$ cat config.mk
export PLATFORM = sky130hd
export DESIGN_NAME = flm_ctrl
export DESIGN_NICKNAME = d
export VERILOG_FILES = /design/src/rtl/flm_pkg.sv /design/src/rtl/flm_ctrl.sv /design/src/rtl/flm_ramp.sv
export SDC_FILE = /design/constraint.sdc
export NUM_CORES = 1
export LEC_CHECK = 0
export BUFFER_PORTS_ARGS = -buffer_cell sky130_fd_sc_hd__buf_4
export CAP_MARGIN = 15
export CORE_MARGIN = 3
export CORE_UTILIZATION = 36
export DETAILED_ROUTE_END_ITERATION = 8
export SYNTH_ARGS = -nofsm -noshare
export SYNTH_HDL_FRONTEND = slang
export SYNTH_SLANG_ARGS = --single-unit
$ cat constraint.sdc
create_clock -name clk_i -period 5 [get_ports clk_i]
set_input_delay 1 -clock clk_i [delete_from_list [all_inputs] [get_ports clk_i]]
set_output_delay 1 -clock clk_i [all_outputs]
set_load 0.1 [all_outputs]
$ cat src/rtl/flm_pkg.sv
/*
 flash led mode control: shared constants, state and channel types.
 assumes a single 250 MHz clock; registers sit at word index * 4 on the bus.
*/
package flm_pkg;
   // clock rate and the times derived from it
   localparam int unsigned CLK_MHZ      = 250;
   localparam int unsigned TMO_STEP_MS  = 32;
   localparam int unsigned TMO_STEP_CYC = TMO_STEP_MS * 1000 * CLK_MHZ;
   localparam int unsigned RAMP_STEP_NS = 1000;
   localparam int unsigned RAMP_STEP_CYC = (RAMP_STEP_NS * CLK_MHZ) / 1000;

   // register indices, byte address is index * 4
   localparam logic [7:0] REG_CUR  = 8'h06;
   localparam logic [7:0] REG_TMO  = 8'h07;
   localparam logic [7:0] REG_VMON = 8'h08;
   localparam logic [7:0] REG_CFG  = 8'h09;
   localparam logic [7:0] REG_CTL  = 8'h0A;
   localparam logic [7:0] REG_STAT = 8'h0B;
   localparam logic [7:0] REG_FLT  = 8'h10;
   localparam logic [7:0] REG_MODE = 8'h11;

   // field positions
   localparam int unsigned CUR_FLASH_LSB = 0;
   localparam int unsigned CUR_TORCH_LSB = 4;
   localparam int unsigned CFG_VMON_BIT  = 0;
   localparam int unsigned CFG_STROBE_TRIGGER_PIN_BIT  = 4;
   localparam int unsigned CTL_EN_BIT    = 1;
   localparam int unsigned CTL_SEL_BIT   = 2;
   localparam int unsigned STAT_TMO_BIT  = 1;
   localparam int unsigned STAT_VIN_BIT  = 4;
   localparam int unsigned FLT_OCP_BIT   = 1;

   // values after reset
   localparam logic [7:0] CUR_RST  = 8'h00;
   localparam logic [4:0] TMO_RST  = 5'h0F;
   localparam logic [2:0] VMON_RST = 3'h4;
   localparam logic [7:0] CFG_RST  = 8'h00;
   localparam logic [7:0] CTL_RST  = 8'h00;

   // driver operating state
   typedef enum logic [1:0] {FLM_IDLE, FLM_TORCH, FLM_FLASH, FLM_DONE} flm_state_e;

   // per-channel current command
   typedef struct packed {
      logic       on;
      logic       flash;
      logic [3:0] code;
   } flm_chan_s;
endpackage

$ cat src/rtl/flm_ctrl.sv
/*
 flash led mode control: wishbone register file, standby/torch/flash state,
 flash safety timer, supply monitor fallback and fault flags.
 assumes async strobe pin and analog comparator inputs; one 250 MHz clock.
*/
`timescale 1ns/1ps
module flm_ctrl
   import flm_pkg::*;
#(
   parameter int unsigned STEP_CYC = TMO_STEP_CYC,
   parameter int unsigned RAMP_CYC = RAMP_STEP_CYC
) (
   // clock and reset
   input  wire logic               clk_i,
   input  wire logic               rst_i,
   // wishbone slave
   input  wire logic               cyc_i,
   input  wire logic               stb_i,
   input  wire logic               we_i,
   input  wire logic [7:0]         adr_i,
   input  wire logic [3:0]         sel_i,
   input  wire logic [31:0]        dat_i,
   output logic [31:0]             dat_o,
   output logic                    ack_o,
   // pins and analog status
   input  wire logic               strobe_trigger_pin_i,
   input  wire logic               vin_low_i,
   input  wire logic               ilim_hit_i,
   // driver commands
   output logic [2:0]              vin_thresh_o,
   output flm_pkg::flm_state_e     mode_o,
   output flm_pkg::flm_chan_s [1:0] chan_o
);
   import flm_pkg::*;

   localparam int unsigned SW = (STEP_CYC > 1) ? $clog2(STEP_CYC) : 1;

   generate
      if (STEP_CYC < 2) begin : g_bad
         $error("flm_ctrl: STEP_CYC must be at least 2");
      end
   endgenerate

   // byte address of a register index
   function automatic logic hit(input logic [7:0] adr, input logic [7:0] idx);
      hit = (adr == {idx[5:0], 2'b00});
   endfunction

   logic [7:0]    cur_ff;
   logic [4:0]    tmo_ff;
   logic [2:0]    vmon_ff;
   logic [7:0]    cfg_ff;
   logic [7:0]    ctl_ff;
   logic          stat_tmo_ff;
   logic          stat_vin_ff;
   logic          flt_ocp_ff;
   logic          ack_ff;
   logic          wr_go;
   logic [7:0]    wdat;
   logic [2:0]    strobe_trigger_pin_sync_ff;
   logic [2:0]    vin_sync_ff;
   logic [1:0]    ilim_sync_ff;
   logic          strobe_trigger_pin_s;
   logic          strobe_trigger_pin_rise;
   logic          vin_low_s;
   logic          vin_cross;
   flm_state_e    state_ff;
   flm_state_e    nxt_state;
   logic [SW-1:0] sub_ff;
   logic [4:0]    step_ff;
   logic          expire;
   logic          fb_ff;
   logic          en;
   logic          sel;
   logic          strobe_trigger_pin_mode;
   logic          vmon_en;
   logic          torch_cond;
   logic          flash_end;
   logic [3:0]    ramp_lvl;
   logic [31:0]   len_ff;

   assign en        = ctl_ff[CTL_EN_BIT];
   assign sel       = ctl_ff[CTL_SEL_BIT];
   assign strobe_trigger_pin_mode = cfg_ff[CFG_STROBE_TRIGGER_PIN_BIT];
   assign vmon_en   = cfg_ff[CFG_VMON_BIT];

   // bus: ack one cycle after the request, writes land on the ack edge
   assign ack_o = ack_ff;
   assign wr_go = cyc_i && stb_i && we_i && ack_ff && sel_i[0];
   assign wdat  = dat_i[7:0];

   always_ff @(posedge clk_i) begin
      if (rst_i) begin
         ack_ff <= 1'b0;
      end else begin
         ack_ff <= cyc_i && stb_i && !ack_ff;
      end
   end

   // read data captured with ack; unmapped reads answer zero
   always_ff @(posedge clk_i) begin
      if (rst_i) begin
         dat_o <= 32'h0000_0000;
      end else if (cyc_i && stb_i && !ack_ff) begin
         dat_o <= 32'h0000_0000;
         if (hit(adr_i, REG_CUR)) dat_o[7:0] <= cur_ff;
         if (hit(adr_i, REG_TMO)) dat_o[4:0] <= tmo_ff;
         if (hit(adr_i, REG_VMON)) dat_o[2:0] <= vmon_ff;
         if (hit(adr_i, REG_CFG)) dat_o[7:0] <= cfg_ff;
         if (hit(adr_i, REG_CTL)) dat_o[7:0] <= ctl_ff;
         if (hit(adr_i, REG_STAT)) begin
            dat_o[STAT_TMO_BIT] <= stat_tmo_ff;
            dat_o[STAT_VIN_BIT] <= stat_vin_ff;
         end
         if (hit(adr_i, REG_FLT)) dat_o[FLT_OCP_BIT] <= flt_ocp_ff;
         if (hit(adr_i, REG_MODE)) dat_o[1:0] <= state_ff;
      end
   end

   // software-written configuration
   always_ff @(posedge clk_i) begin
      if (rst_i) begin
         cur_ff  <= CUR_RST;
         tmo_ff  <= TMO_RST;
         vmon_ff <= VMON_RST;
         cfg_ff  <= CFG_RST;
         ctl_ff  <= CTL_RST;
      end else if (wr_go) begin
         if (hit(adr_i, REG_CUR)) cur_ff <= wdat;
         if (hit(adr_i, REG_TMO)) tmo_ff <= wdat[4:0];
         if (hit(adr_i, REG_VMON)) vmon_ff <= wdat[2:0];
         if (hit(adr_i, REG_CFG)) cfg_ff <= wdat;
         if (hit(adr_i, REG_CTL)) ctl_ff <= wdat;
      end
   end

   // threshold code goes straight to the comparator trim
   assign vin_thresh_o = vmon_ff;

   // pin synchronisers; third stage only feeds edge detection
   always_ff @(posedge clk_i) begin
      if (rst_i) begin
         strobe_trigger_pin_sync_ff <= 3'h0;
         vin_sync_ff  <= 3'h0;
         ilim_sync_ff <= 2'h0;
      end else begin
         strobe_trigger_pin_sync_ff <= {strobe_trigger_pin_sync_ff[1:0], strobe_trigger_pin_i};
         vin_sync_ff  <= {vin_sync_ff[1:0], vin_low_i};
         ilim_sync_ff <= {ilim_sync_ff[0], ilim_hit_i};
      end
   end

   assign strobe_trigger_pin_s    = strobe_trigger_pin_sync_ff[1];
   assign strobe_trigger_pin_rise = strobe_trigger_pin_sync_ff[1] && !strobe_trigger_pin_sync_ff[2];
   assign vin_low_s = vin_sync_ff[1];
   assign vin_cross = vin_sync_ff[1] && !vin_sync_ff[2];

   // mode selection
   assign torch_cond = en && !sel && (!strobe_trigger_pin_mode || strobe_trigger_pin_s);
   assign expire = (state_ff == FLM_FLASH) && (step_ff == tmo_ff)
                   && (sub_ff == SW'(STEP_CYC - 1));

   always_comb begin
      nxt_state = state_ff;
      case (state_ff)
         FLM_IDLE: begin
            if (!en) begin
               nxt_state = FLM_IDLE;
            end else if (strobe_trigger_pin_mode) begin
               if (strobe_trigger_pin_s && !sel) nxt_state = FLM_TORCH;
               else if (strobe_trigger_pin_rise && sel) nxt_state = FLM_FLASH;
            end else begin
               nxt_state = sel ? FLM_FLASH : FLM_TORCH;
            end
         end
         FLM_TORCH: begin
            if (!torch_cond) nxt_state = FLM_IDLE;
         end
         FLM_FLASH: begin
            if (!en) nxt_state = FLM_IDLE;
            else if (expire) nxt_state = FLM_DONE;
            else if (strobe_trigger_pin_mode && !strobe_trigger_pin_s) nxt_state = FLM_IDLE;
            else if (!strobe_trigger_pin_mode && !sel) nxt_state = FLM_IDLE;
         end
         FLM_DONE: begin
            // held off until the request goes away, so one flash per request
            if (!en || !sel || (strobe_trigger_pin_mode && !strobe_trigger_pin_s)) nxt_state = FLM_IDLE;
         end
         default: nxt_state = FLM_IDLE;
      endcase
   end

   always_ff @(posedge clk_i) begin
      if (rst_i) begin
         state_ff <= FLM_IDLE;
      end else begin
         state_ff <= nxt_state;
      end
   end

   assign mode_o    = state_ff;
   assign flash_end = (state_ff == FLM_FLASH) && (nxt_state != FLM_FLASH);

   // safety timer, cleared whenever no flash runs
   always_ff @(posedge clk_i) begin
      if (rst_i || state_ff != FLM_FLASH) begin
         sub_ff  <= '0;
         step_ff <= 5'h00;
      end else if (sub_ff == SW'(STEP_CYC - 1)) begin
         sub_ff  <= '0;
         step_ff <= step_ff + 5'h01;
      end else begin
         sub_ff <= sub_ff + 1'b1;
      end
   end

   // supply fallback latch, lives for one flash only
   always_ff @(posedge clk_i) begin
      if (rst_i || state_ff != FLM_FLASH) begin
         fb_ff <= 1'b0;
      end else if (vmon_en && vin_low_s) begin
         fb_ff <= 1'b1;
      end
   end

   // sticky flags, write one to clear, a set in the same cycle wins
   always_ff @(posedge clk_i) begin
      if (rst_i) begin
         stat_tmo_ff <= 1'b0;
         stat_vin_ff <= 1'b0;
         flt_ocp_ff  <= 1'b0;
      end else begin
         stat_tmo_ff <= flash_end || (stat_tmo_ff
            && !(wr_go && hit(adr_i, REG_STAT) && wdat[STAT_TMO_BIT]));
         stat_vin_ff <= (vmon_en && vin_cross) || (stat_vin_ff
            && !(wr_go && hit(adr_i, REG_STAT) && wdat[STAT_VIN_BIT]));
         flt_ocp_ff <= (state_ff == FLM_FLASH && ilim_sync_ff[1]) || (flt_ocp_ff
            && !(wr_go && hit(adr_i, REG_FLT) && wdat[FLT_OCP_BIT]));
      end
   end

   flm_ramp #(
      .STEP_CYC (RAMP_CYC)
   ) u_ramp (
      .clk_i    (clk_i),
      .rst_i    (rst_i),
      .run_i    (state_ff == FLM_TORCH || fb_ff),
      .target_i (cur_ff[CUR_TORCH_LSB +: 4]),
      .level_o  (ramp_lvl)
   );

   // both channels take the same command
   always_ff @(posedge clk_i) begin
      for (int i = 0; i < 2; i++) begin
         if (rst_i || state_ff == FLM_IDLE || state_ff == FLM_DONE) begin
            chan_o[i] <= '0;
         end else if (state_ff == FLM_TORCH || fb_ff) begin
            chan_o[i] <= '{on: 1'b1, flash: 1'b0, code: ramp_lvl};
         end else begin
            chan_o[i] <= '{on: 1'b1, flash: 1'b1, code: cur_ff[CUR_FLASH_LSB +: 4]};
         end
      end
   end

   // helper: cycles spent in the current flash
   always_ff @(posedge clk_i) begin
      if (rst_i || state_ff != FLM_FLASH) begin
         len_ff <= 32'h0000_0000;
      end else begin
         len_ff <= len_ff + 32'h0000_0001;
      end
   end
endmodule

$ cat src/rtl/flm_ramp.sv
/*
 torch current ramp: walks the level one code at a time toward the target.
 assumes run_i and target_i come from logic on the same clock.
*/
`timescale 1ns/1ps
module flm_ramp #(
   parameter int unsigned STEP_CYC = 250
) (
   // clock and reset
   input  wire logic       clk_i,
   input  wire logic       rst_i,
   // control
   input  wire logic       run_i,
   input  wire logic [3:0] target_i,
   // ramped level
   output logic [3:0]      level_o
);
   localparam int unsigned CW = (STEP_CYC > 1) ? $clog2(STEP_CYC) : 1;

   generate
      if (STEP_CYC < 1) begin : g_bad
         $error("flm_ramp: STEP_CYC must be at least 1");
      end
   endgenerate

   logic [CW-1:0] cnt_ff;
   logic          tick;

   assign tick = (cnt_ff == CW'(STEP_CYC - 1));

   // step divider, held at zero while idle so each ramp starts fresh
   always_ff @(posedge clk_i) begin
      if (rst_i || !run_i || tick) begin
         cnt_ff <= '0;
      end else begin
         cnt_ff <= cnt_ff + 1'b1;
      end
   end

   // one code per step, never a jump to the full level
   always_ff @(posedge clk_i) begin
      if (rst_i || !run_i) begin
         level_o <= 4'h0;
      end else if (tick && level_o < target_i) begin
         level_o <= level_o + 4'h1;
      end else if (tick && level_o > target_i) begin
         level_o <= level_o - 4'h1;
      end
   end
endmodule

[After elaboration in Yosys (flattened, before gate mapping)]
Cells that the tools add are included.
Cells by class
  equal/unequal tests: 16
  reduce and logical (&&, ||, !) cells: 60
  add/subtract/negate cells: 5
  magnitude comparators: 2
  mux-type cells: 24
Operator list (number)
  equality test 8 x 6 -> 1 bit (second input constant): 4
  logical AND 1 bit: 29
  2-to-1 mux 2 bit: 12
  2-to-1 mux 8 bit: 3
  adder 23 x 1 -> 23 bit (second input constant): 1
  equality test 23 bit (second input constant): 1
  equality test 8 x 5 -> 1 bit (second input constant): 2
  equality test 8 x 7 -> 1 bit (second input constant): 2
  logical OR 1 bit: 12
  zero test 1 bit: 11
  2-to-1 mux 5 bit: 2
  AND reduction 2 bit: 5
  adder 8 x 1 -> 8 bit (second input constant): 1
  equality test 8 bit (second input constant): 1
  2-to-1 mux 4 bit: 2
  one-hot mux 2 bit (4 select lines): 1
  adder 5 x 1 -> 5 bit (second input constant): 1
  equality test 5 bit: 1
  adder 4 x 1 -> 4 bit (second input constant): 1
  equality test 2 bit (second input constant): 2
  greater-than comparator 4 bit: 1
  less-than comparator 4 bit: 1
  inequality test 2 bit (second input constant): 2
  subtractor 4 x 1 -> 4 bit (second input constant): 1
  6 further kinds: 8
Storage, ports and cells
  logic and storage cells: 129
  output and inout bits: 50
  bits of input ports: 52
  register bits after elaboration: 101

[Logic depth before layout (Yosys ltp)]
Gate-level depths: netlist of run 1.
  depth in word-level cells: 11
  depth in mapped cells: 11
  depth with buffers taken out: 11

[Hierarchy]
Synthesis of run 1 repeated with hierarchy kept, for this count alone.
Unflattened totals
  cells, all modules: 546
  area, all modules: 4898.4 um2
By module, submodules not included
  flm_ctrl: area an instance 4176.5 um2, cells each 464, instances 1
  flm_ramp: area an instance 721.9 um2, cells each 82, instances 1

[Least setup slack after synthesis of run 1]
OpenSTA, ideal clock, no wires.
  path type: reg-to-reg
  from: reg state_ff[1] (netlist: mode_o[1])
  to: reg stat_tmo_ff
  required time: 4942 ps
  path buffers: 1
  arrival time: 2399 ps
  cell stages (with the launch flop): 7
  path slack: 2543 ps
  period minus slack after synthesis: 2457 ps
  cell sequence: dfxtp_1 > clkbuf_1 > nand3b_1 > or4_1 > nor4_2 > o21a_1 > a211o_1
On the way
  longest elaborated chain between the ends: 9
RTL lines
  from (decl): line flm_ctrl.sv:67  | flm_state_e state_ff;
  from (signal assigned): line flm_ctrl.sv:197  | state_ff <= nxt_state;
  equality test 2 bit: line flm_ctrl.sv:160, flm_ctrl.sv:165, flm_ctrl.sv:202
  logical AND 1 bit: line flm_ctrl.sv:160  | assign expire = (state_ff == FLM_FLASH) && (step_ff == tmo_ff)
  logical AND 1 bit: line flm_ctrl.sv:161  | && (sub_ff == SW'(STEP_CYC - 1));
  2-to-1 mux 2 bit: line flm_ctrl.sv:181  | else if (expire) nxt_state = FLM_DONE;
  2-to-1 mux 2 bit: line flm_ctrl.sv:180  | if (!en) nxt_state = FLM_IDLE;
  one-hot mux 2 bit (4 select lines): line flm_ctrl.sv:165  | case (state_ff)
  inequality test 2 bit: line flm_ctrl.sv:202  | assign flash_end = (state_ff == FLM_FLASH) && (nxt_state != FLM_FLASH);
  logical AND 1 bit (*): line flm_ctrl.sv:202
  logical OR 1 bit (*): line flm_ctrl.sv:233  | stat_tmo_ff <= flash_end || (stat_tmo_ff
  to (signal assigned): line flm_ctrl.sv:233
  to (decl): line flm_ctrl.sv:54  | logic stat_tmo_ff;
Every way passes the cells marked *; elsewhere a longest branch is shown, timed or not.
A chain may end at the register's enable or synchronous reset.

[Final worst setup path of run 1]
  from: reg u_ramp.cnt_ff[3]
  to: reg u_ramp.level_o[3]
On the way
  longest elaborated chain between the ends: 3
RTL lines
  from (decl): line flm_ramp.sv:26  | logic [CW-1:0] cnt_ff;
  from (signal assigned): line flm_ramp.sv:36  | cnt_ff <= cnt_ff + 1'b1;
  equality test 8 bit (*): line flm_ramp.sv:29  | assign tick = (cnt_ff == CW'(STEP_CYC - 1));
  logical AND 1 bit (on tied branches): line flm_ramp.sv:44, flm_ramp.sv:46
  2-to-1 mux 4 bit or nonzero test 2 bit (tied branches)
  to (signal assigned): line flm_ramp.sv:45  | level_o <= level_o + 4'h1;
  to (signal assigned): line flm_ramp.sv:47  | level_o <= level_o - 4'h1;
  to (decl): line flm_ramp.sv:16  | output logic [3:0] level_o
Marks and branches as above.

==> results.md, run 1 <==
- Min Tclk post-route: 2.80 ns
- Final worst-path cycle share: 0.560
- Ant. Diodes: 0
- Cell variety after synth: 58
- Met2 routed WL: 4.94 mm
- Seq/Total Area, Yosys: 0.413
- Hold WC Path Type: reg -> reg
- 1st-iter DRT viols: 283
- Post-CTS setup buffers: 0
- Num CTS Buffers: 9
- CTS resizes: 0
- Worst Setup End Kind: flop
- Initial Util: 0.378
- Kind of critical path: reg -> reg
- Final Hold Slack: 0.432 ns
- Global route overflow: 0
- Sequential Power Share: 0.468
- Cell-internal power: 1.28 mW
- Wire per inst: 13.9 um
- Post-synth ARST share: 0
- Combinational Power Share: 0.095
- Setup slack after layout: 2.20 ns
- Mapped Cells: 565
- Leak: 2.06 nW
- Final core occ: 0.433
- Worst-Margin Slew: 0.973 ns
- Synthesized area per cell: 8.66 sq um
- Sum Neg Setup Slack: 0 ns
- Max-cap viol count: 0
- GPL Wtd Cong: 0.872
- DR WL met3: 623 um
- Proportion of layout cells with a drive suffix above 1: 0.132
- Routed via count: 3902
- Crit path DAT: 3.08 ns
- Worst-Skew Late Latency: 0.35 ns
- CTS tree: yes
- GRT Total Usage: 0.150
- Core ar.: 12900 sq um
- Net Switching: 455 uW
- Clock sinks: 101
- Main flop type after synthesis: dfxtp_1
- Final Slew Violations: 0
- HPWL after DPL: 7.97 mm
- Clock slew at reported path FFs: 0.07 ns
- Final Non-Filler Cells: 779
- Routed wire length: 10.8 mm
- Number of cell rows: 41
- Max FO, Critical Path: 5
- Width of the die: 123 um
- Startpoint types: flop
- Hold depth: 1
- Status: completed
- Initial antenna violation count: 0
- Mapped Area: 4890 sq um
- Wl on met1: 5.13 mm
- Vias in the first global route: 3510
- Vias/cell: 5.01
- Reg2Reg Depth: 10
- Clock network power share: 0.436
- Top Layer Used: met4
- EDFF count, synth: 0
- Htree depth: 3
- Final #Nets: 665
- Final setup fails: 0
- Clock skew: 0.00696 ns
- Final hold viol count: 0
- Largest net degree at the start of global routing: 66
- First-pass GRT wire length: 17.6 mm
- Pwr/cell area: 310 nW/um^2
- Ys Warns: 0
- CTS root buffer: clkbuf_16
- Post-route ant nets: 0
- Worst Path Required: 5.28 ns
- Slew HR: 0.345
- Die area: 15000 sq um
- Switching share of total power: 0.262
- # hold bufs at CTS: 0
- RSZ-0062 raised after global routing: no
- DRT Pass-1 Iters: 4
- Max Clk Rate: 0.357 GHz
- DP Worst Slack: 2.00 ns
- Max clock buf depth: 2
- Die height: 123 um
- Maximum VDD drop: 0.313 mV
- DRC: 0
- Seq cells post-synth: 101
- Cells after DPL: 763
- Boundary Pins: 102
- PortBufs: 50
- Area Growth Syn to Fin: 14.5%
## metrics by stage
stage	instance area (sq um)	total power [mW]
after floorplan	4980	0.977
after CTS	5600	1.75
after detailed placement	5280	0.995
after global placement	5280	0.995
final	5600	1.73
after global routing	5600	1.80
## sequential cells by signal, indices dropped and copies added, names as in the netlist, 3 cells and up
name and cells:
dat_o 8, cur_ff 8, strobe_trigger_pin_sync_ff 3, vin_thresh_o 3, sub_ff 23, u_ramp.level_o 4, step_ff 5, cfg_ff 8
chan_o 6, ctl_ff 8, tmo_ff 5, u_ramp.cnt_ff 8, vin_sync_ff 3
## cell type report
cell class	instances	area, sq um
flip-flops and latches	101	2020
clock buffers	9	225
well taps	172	215
fillers	1279	7330
multi-input cells	427	2620
repair buffers	50	375
inverters	13	48.8
clock inverters	7	98.8
## cell families (layout without fill, tap and decap cells)
logic type,Yosys count,after routing,synth area share
compound gates,74,74,0.101
xor+xnor,37,37,0.0663
fa+ha+maj,11,11,0.0297
buf+inv,60,79,0.0696
flops,101,101,0.413
mux,28,28,0.0578
other cells,1,24,0.000767
simple gates,253,253,0.261
## power by group through the flow
stage	sequential [mW]	clock (mW)	combinational, mW
6_report	0.812	0.756	0.165
5_1_grt	0.812	0.810	0.174
3_5_place_dp	0.831	0	0.165
3_3_place_gp	0.830	0	0.164
2_1_floorplan	0.850	0	0.126
4_1_cts	0.812	0.778	0.165
## final timing paths
kind	from	endpoint	slack, ns
max reg2reg	u_ramp.cnt_ff[3]	u_ramp.level_o[3]	2.20
max	u_ramp.cnt_ff[3]	u_ramp.level_o[3]	2.20
min	ilim_sync_ff[0]	ilim_sync_ff[1]	0.43
min reg2reg	ilim_sync_ff[0]	ilim_sync_ff[1]	0.43
## synth_stat cells, types with 3 or more instances
cell type  count  area, sq um
dfxtp_1      101         2020
nor2_1        97          364
nand2_1       49          184
buf_4         30          225
mux2i_1       26          260
xor2_1        23          201
nand3_1       22          110
a21oi_1       21          105
nor2b_1       18          113
clkbuf_1      15         56.3
xnor2_1       14          123
inv_1         13         48.8
ha_1          10          125
o21ai_0       10         50.1
nor3_1         9         45.0
nand4_1        8         50.1
a211o_1        7         61.3
and3_1         7         43.8
nor4_1         7         43.8
a22oi_1        6         45.0
nand2b_1       6         37.5
a211oi_1       4         30.0
and2_1         4         25.0
a221oi_1       3         26.3
a31oi_1        3         18.8
o211ai_1       3         22.5
o22ai_1        3         18.8
## worst max-delay path, cell delays in order (launching register included)
cell,delay (ns)
dfxtp_1,0.38
and3_1,0.19
nand2_1,0.08
nor3_1,0.52
nand3_1,0.25
ha_1,0.33
a21oi_1,0.14
nor2b_1,0.08
a211o_1,0.27
a211oi_1,0.27
mux2i_1,0.22
## metal layers
| layer | vias to the layer above | global-route usage |
|---|---|---|
| li1 | 1974 | - |
| met1 | 1816 | 0.202 |
| met2 | 101 | 0.236 |
| met3 | 11 | 0.0373 |
| met4 | 0 | 0.0462 |
| met5 | - | 0 |
## placed cells by master, fill, tap and decap left out, drive strengths merged, types with 9 or more instances in the layout
| cell | count |
|---|---|
| nand2 | 50 |
| a21oi | 21 |
| inv | 14 |
| mux2i | 26 |
| conb | 24 |
| nor3 | 11 |
| nand3 | 22 |
| nor2 | 98 |
| dfxtp | 101 |
| ha | 10 |
| buf | 50 |
| xnor2 | 14 |
| nand4 | 9 |
| xor2 | 23 |
| o21ai | 10 |
| nor2b | 18 |
| clkbuf | 9 |
Note: power is estimated with default switching activity, not from simulation.
==> run 2: changes to the inputs <==
==> constraint.sdc (replaced) <==
create_clock -name clk_i -period 2.3 [get_ports clk_i]
set_input_delay 0.46 -clock clk_i [delete_from_list [all_inputs] [get_ports clk_i]]
set_output_delay 0.46 -clock clk_i [all_outputs]
set_load 0.1 [all_outputs]
==> run 2 against run 1 <==
Compared with the run above: the run now ends with negative setup slack left; flip-flop and latch count did not move; critical path depth rose by 1; worst setup slack got worse by 2.2 ns; fmax rose by 21%; sequential power rose by 120%; register-to-register slack got worse by 2.2 ns; non-clock buffer count rose by 35; combinational power rose by 120%; via count rose by 2.6%; die area did not move; final cell count rose by 4.5%; critical path type unchanged; critical endpoint unchanged; highest routed layer unchanged.
==> results.md, run 2 (synthesis gave the netlist of run 1 again) <==
- Status: finished, violations left
- Failing checks: negative setup slack
- Leak: 2.26 nW
- Die area: 15000 sq um
- Startpoint types: flop
- Area Growth Syn to Fin: 21.3%
- Final Instance Area: 5930 sq um
- Die height: 123 um
- GPL Wtd Cong: 0.910
- Max clock buf depth: 2
- Critical path origin: cur_ff[5]
- Routed via count: 4002
- DRC: 0
- RSZ-0062 raised after global routing: yes
- Final #Nets: 700
- Commonest cells after routing, fill and taps aside: dfxtp_1, nor2_1, buf_4
- Final setup fails: 1
- Cell-internal power: 2.70 mW
- Wire per inst: 14.1 um
- Most common cell after layout, fill and taps aside: dfxtp_1
- Max reg flops: 23
- CTS tree: yes
- Net Switching: 1.02 mW
- PortBufs: 50
- Largest reg by FF count: sub_ff
- Width of the die: 123 um
- # hold bufs at CTS: 0
- Vias in the first global route: 3855
- DP Worst Slack: -0.0426 ns
- Routed wire length: 11.5 mm
- Post-route ant nets: 0
- # fillers: 1267
- Hold WC Path Type: in -> reg
- Worst reg2reg path endpoint: u_ramp.level_o[3]
- Clock slew at reported path FFs: 0.08 ns
- Global route overflow: 0
- Combinational Power Share: 0.098
- Worst Setup End Kind: flop
- RR Startpoint: cur_ff[5]
- Kind of critical path: reg -> reg
- Max-cap viol count: 0
- Initial Util: 0.378
- Worst Hold Path EP: vin_sync_ff[0]
- Max Clk Rate: 0.431 GHz
- Proportion of layout cells with a drive suffix above 1: 0.201
- Initial antenna violation count: 0
- First-pass GRT wire length: 18.9 mm
- Setup slack after layout: -0.0216 ns
- Max FO, Critical Path: 3
- Core ar.: 12900 sq um
- R2R Setup Slk: -0.02 ns
- Clock sinks: 101
- Number of cell rows: 41
- Vias/cell: 4.92
- Ant. Diodes: 0
- Final core occ: 0.459
- DRT Pass-1 Iters: 5
- Boundary Pins: 102
- Final worst-path cycle share: 1.01
- Crit path DAT: 2.60 ns
- Final Hold Slack: 0.324 ns
- Worst Path Required: 2.58 ns
- Worst-Skew Late Latency: 0.35 ns
- Hold depth: 2
- Clock skew: 0.00921 ns
- Clock network power share: 0.427
- Dpl cell area: 5560 sq um
- HPWL after DPL: 8.59 mm
- 1st-iter DRT viols: 258
- Reg2Reg Depth: 11
- Maximum VDD drop: 0.334 mV
- CTS root buffer: clkbuf_16
- Final hold viol count: 0
- Final Slew Violations: 0
- Num CTS Buffers: 9
- GRT Total Usage: 0.160
- Largest net degree at the start of global routing: 44
- Min Tclk post-route: 2.32 ns
- Pwr/cell area: 627 nW/um^2
- Hold wc startpoint: vin_low_i
- Htree depth: 3
- Sequential Power Share: 0.474
- Switching share of total power: 0.275
[run 2: cell count changes in the layout (fill, tap and decap cells not counted), sizes merged]
cell	change
buf	+35
bufinv	-1
clkinv	+1
clkinvlp	-3
inv	+3
[run 2: worst max-delay path by stage]
stage                     slack, ns  cells past startpoint           endpoint
after floorplan               0.008                      4          tmo_ff[0]
after global placement        -0.02                     11  u_ramp.level_o[3]
after detailed placement      -0.04                     10  u_ramp.level_o[3]
after CTS                     0.009                     11  u_ramp.level_o[3]
after global routing          -0.18                     10  u_ramp.level_o[3]
final                         -0.02                     11  u_ramp.level_o[3]
[run 2: what timing repair did]
item / in CTS / in global routing
endpoints found under the setup margin: 1 / 2
pin swaps: 3 / 7
resized for setup: 1 / 7
buffers inserted: 2 / 0
[run 2: metal layers]
metal,vias up,GRT usage,wire length [um]
li1,2043,-,-
met1,1818,0.211,5340
met2,122,0.256,5240
met3,19,0.0244,650
met4,0,0.0749,241
met5,-,0,0
[run 2: cell type report]
cell class,count,area [sq um],area share
inverter,13,48.8,0.00823
multi-input combinational,427,2690,0.454
clock buffer,9,225,0.0380
sequential,101,2030,0.341
clock inverter,7,87.6,0.0148
timing repair buffer,85,638,0.108
tap,172,215,0.0363
[run 2: metrics by stage]
| step | TNS, ns | power, mW | std cells |
|---|---|---|---|
| 2_1_floorplan | 0 | 2.12 | 588 |
| 3_3_place_gp | -0.0207 | 2.17 | 796 |
| 3_5_place_dp | -0.0426 | 2.17 | 796 |
| 4_1_cts | 0 | 3.76 | 814 |
| 5_1_grt | -0.297 | 3.85 | 814 |
| 6_report | -0.0216 | 3.72 | 814 |
[run 2: critical path, cell delays in order (launching register included)]
cell and delay (ns):
dfxtp_2 0.34, inv_2 0.04, ha_4 0.20, nor2b_4 0.12, o211ai_1 0.25, nand3_2 0.19
ha_4 0.25, a21oi_2 0.12, nor2b_1 0.06, a211o_1 0.23, a211oi_2 0.23, mux2i_1 0.19
[run 2: power by group through the flow]
stage	clock [mW]	sequential, mW	combinational [mW]
final	1.59	1.76	0.367
after CTS	1.63	1.76	0.366
after global routing	1.70	1.77	0.385
after global placement	0	1.80	0.364
after floorplan	0	1.85	0.275
after detailed placement	0	1.81	0.365
==> run 3: changes to the inputs <==
--- a/config.mk
+++ b/config.mk
@@ -10,6 +10,8 @@
 export CORE_MARGIN = 3
 export CORE_UTILIZATION = 36
 export DETAILED_ROUTE_END_ITERATION = 8
+export REMOVE_ABC_BUFFERS = 1
+export SKIP_CTS_REPAIR_TIMING = 1
 export SYNTH_ARGS = -nofsm -noshare
 export SYNTH_HDL_FRONTEND = slang
 export SYNTH_SLANG_ARGS = --single-unit
==> run 3 against run 2 <==
Compared with the run above: the run still ends with negative setup slack left; routed wire length increased by 2.8%; count of clock-buffer cells in the layout unchanged; non-clock buffer count decreased by 1; sequential share of layout area rose by 0.051 points; worst setup slack lost 0.14 ns; via count increased by 2.4%; clock power is essentially flat; die area unchanged; critical path depth unchanged; sequential power hardly changed.
==> results.md, run 3 (synthesis gave the netlist of run 1 again) <==
- Max reg flops: 23
- Kind of critical path: reg -> reg
- Most common cell after layout, fill and taps aside: dfxtp_1
- Cell-internal power: 2.69 mW
- Vias in the first global route: 3965
- Min Tclk post-route: 2.46 ns
- Maximum VDD drop: 0.338 mV
- Failing checks: negative setup slack
- Final hold viol count: 0
- Core ar.: 12900 sq um
- 1st-iter DRT viols: 298
- Worst-Skew Late Latency: 0.35 ns
- Num CTS Buffers: 9
- Status: finished, violations left
- Register area: 2020 sq um
- Number of cell rows: 41
- CP Buf/Inv Count: 1
- GPL Wtd Cong: 0.836
- Routed via count: 4098
- Max FO, Critical Path: 3
- Die height: 123 um
- Largest net degree at the start of global routing: 37
- DRC: 0
- Net Switching: 1.01 mW
- Ant. Diodes: 0
- Final Slew Violations: 0
- Boundary Pins: 102
- CP Cell Sequence: inv_2, ha_4, nor2b_4, o211ai_1, nand3_2, ha_4, a21oi_2, nor2b_1, a211o_1, a211oi_2, mux2i_1
- Final setup fails: 2
- Final core occ: 0.458
- Crit path DAT: 2.74 ns
- Worst Setup End Kind: flop
- Pwr/cell area: 625 nW/um^2
- Global route overflow: 0
- Combined area of the multi-input logic cells: 2680 sq um
- First-pass GRT wire length: 19.4 mm
- Final #Nets: 699
- Vias/cell: 5.04
- Proportion of layout cells with a drive suffix above 1: 0.197
- # fillers: 1246
- Worst Path Required: 2.58 ns
- Clock skew: 0.00794 ns
- CTS root buffer: clkbuf_16
- Startpoint types: flop
- Max clock buf depth: 2
- Width of the die: 123 um
- GR Layer Usage met3: 0.0378
- Wire per inst: 14.5 um
- Top delay family on crit path: compound AO/OA/AOI/OAI gates
- Die area: 15000 sq um
- Cell mode on critical path: ha_4
- Area Growth Syn to Fin: 21.0%
- Largest reg by FF count: sub_ff
- Commonest cells after routing, fill and taps aside: dfxtp_1, nor2_1, buf_4
- Setup slack after layout: -0.160 ns
- M2 GR Usage: 0.256
- Hold WC Path Type: in -> reg
- Slew HR: 0.663
- PortBufs: 50
- Final Instance Area: 5920 sq um
- RSZ-0062 raised after global routing: yes
- Switching share of total power: 0.274
- Htree depth: 3
- Max-cap viol count: 0
- Combinational Power Share: 0.100
- Dpl cell area: 5540 sq um
- Clock slew at reported path FFs: 0.08 ns
- Sum Neg Setup Slack: -0.197 ns
- Routed wire length: 11.8 mm
- Initial Util: 0.378
- GRT Total Usage: 0.162
- Leak: 2.26 nW
- Max Clk Rate: 0.407 GHz
- DRT Pass-1 Iters: 4
- Initial antenna violation count: 0
- Post-route ant nets: 0
- Clock sinks: 101
- Highest cell delay on the worst timing path: 0.34 ns
- CTS tree: yes
- Top Usage Layer GRT: met2
- HPWL after DPL: 8.73 mm
- Worst-Margin Slew: 0.505 ns
- Final worst-path cycle share: 1.07
- Met1 usage: 0.217
- CP max stage cell: dfxtp_2
- Sequential Power Share: 0.477
- Clock network power share: 0.424
run 3: per-stage QoR:
stage / cells / hold slack (ns) / worst slack, ns / power [mW]
2_1_floorplan: 541 / 0.401 / -0.107 / 2.07
3_3_place_gp: 796 / 0.423 / -0.166 / 2.17
3_5_place_dp: 796 / 0.432 / -0.231 / 2.17
4_1_cts: 812 / 0.305 / -0.273 / 3.75
5_1_grt: 813 / 0.317 / -0.276 / 3.84
6_report: 813 / 0.320 / -0.160 / 3.70
run 3: area by class of cell:
class	instances	share of cell area
inverter	13	0.00824
timing repair buffer	84	0.109
sequential	101	0.342
multi-input combinational	427	0.453
clock inverter	7	0.0137
clock buffer	9	0.0380
tap	172	0.0364
run 3: path summary, 6_finish.rpt:
path / cells after the start / end / from / slack [ns]
worst max-delay path: 11 / u_ramp.level_o[3] / cur_ff[5] / -0.16
worst min-delay path: 2 / vin_sync_ff[0] / vin_low_i / 0.32
worst max register to register: 11 / u_ramp.level_o[3] / cur_ff[5] / -0.16
worst min register to register: 1 / strobe_trigger_pin_sync_ff[1] / strobe_trigger_pin_sync_ff[0] / 0.44
run 3: power groups by stage:
stage / registers, mW / clock network [mW] / logic [mW]
after global placement: 1.80 / 0 / 0.366
after floorplan: 1.85 / 0 / 0.221
after detailed placement: 1.81 / 0 / 0.367
final: 1.76 / 1.57 / 0.369
after CTS: 1.76 / 1.62 / 0.368
after global routing: 1.76 / 1.69 / 0.387
run 3: metal layers:
| layer | vias up | share of wire |
|---|---|---|
| met5 | - | 0 |
| met3 | 14 | 0.058 |
| met2 | 108 | 0.45 |
| met1 | 1931 | 0.47 |
| li1 | 2045 | - |
| met4 | 0 | 0.016 |
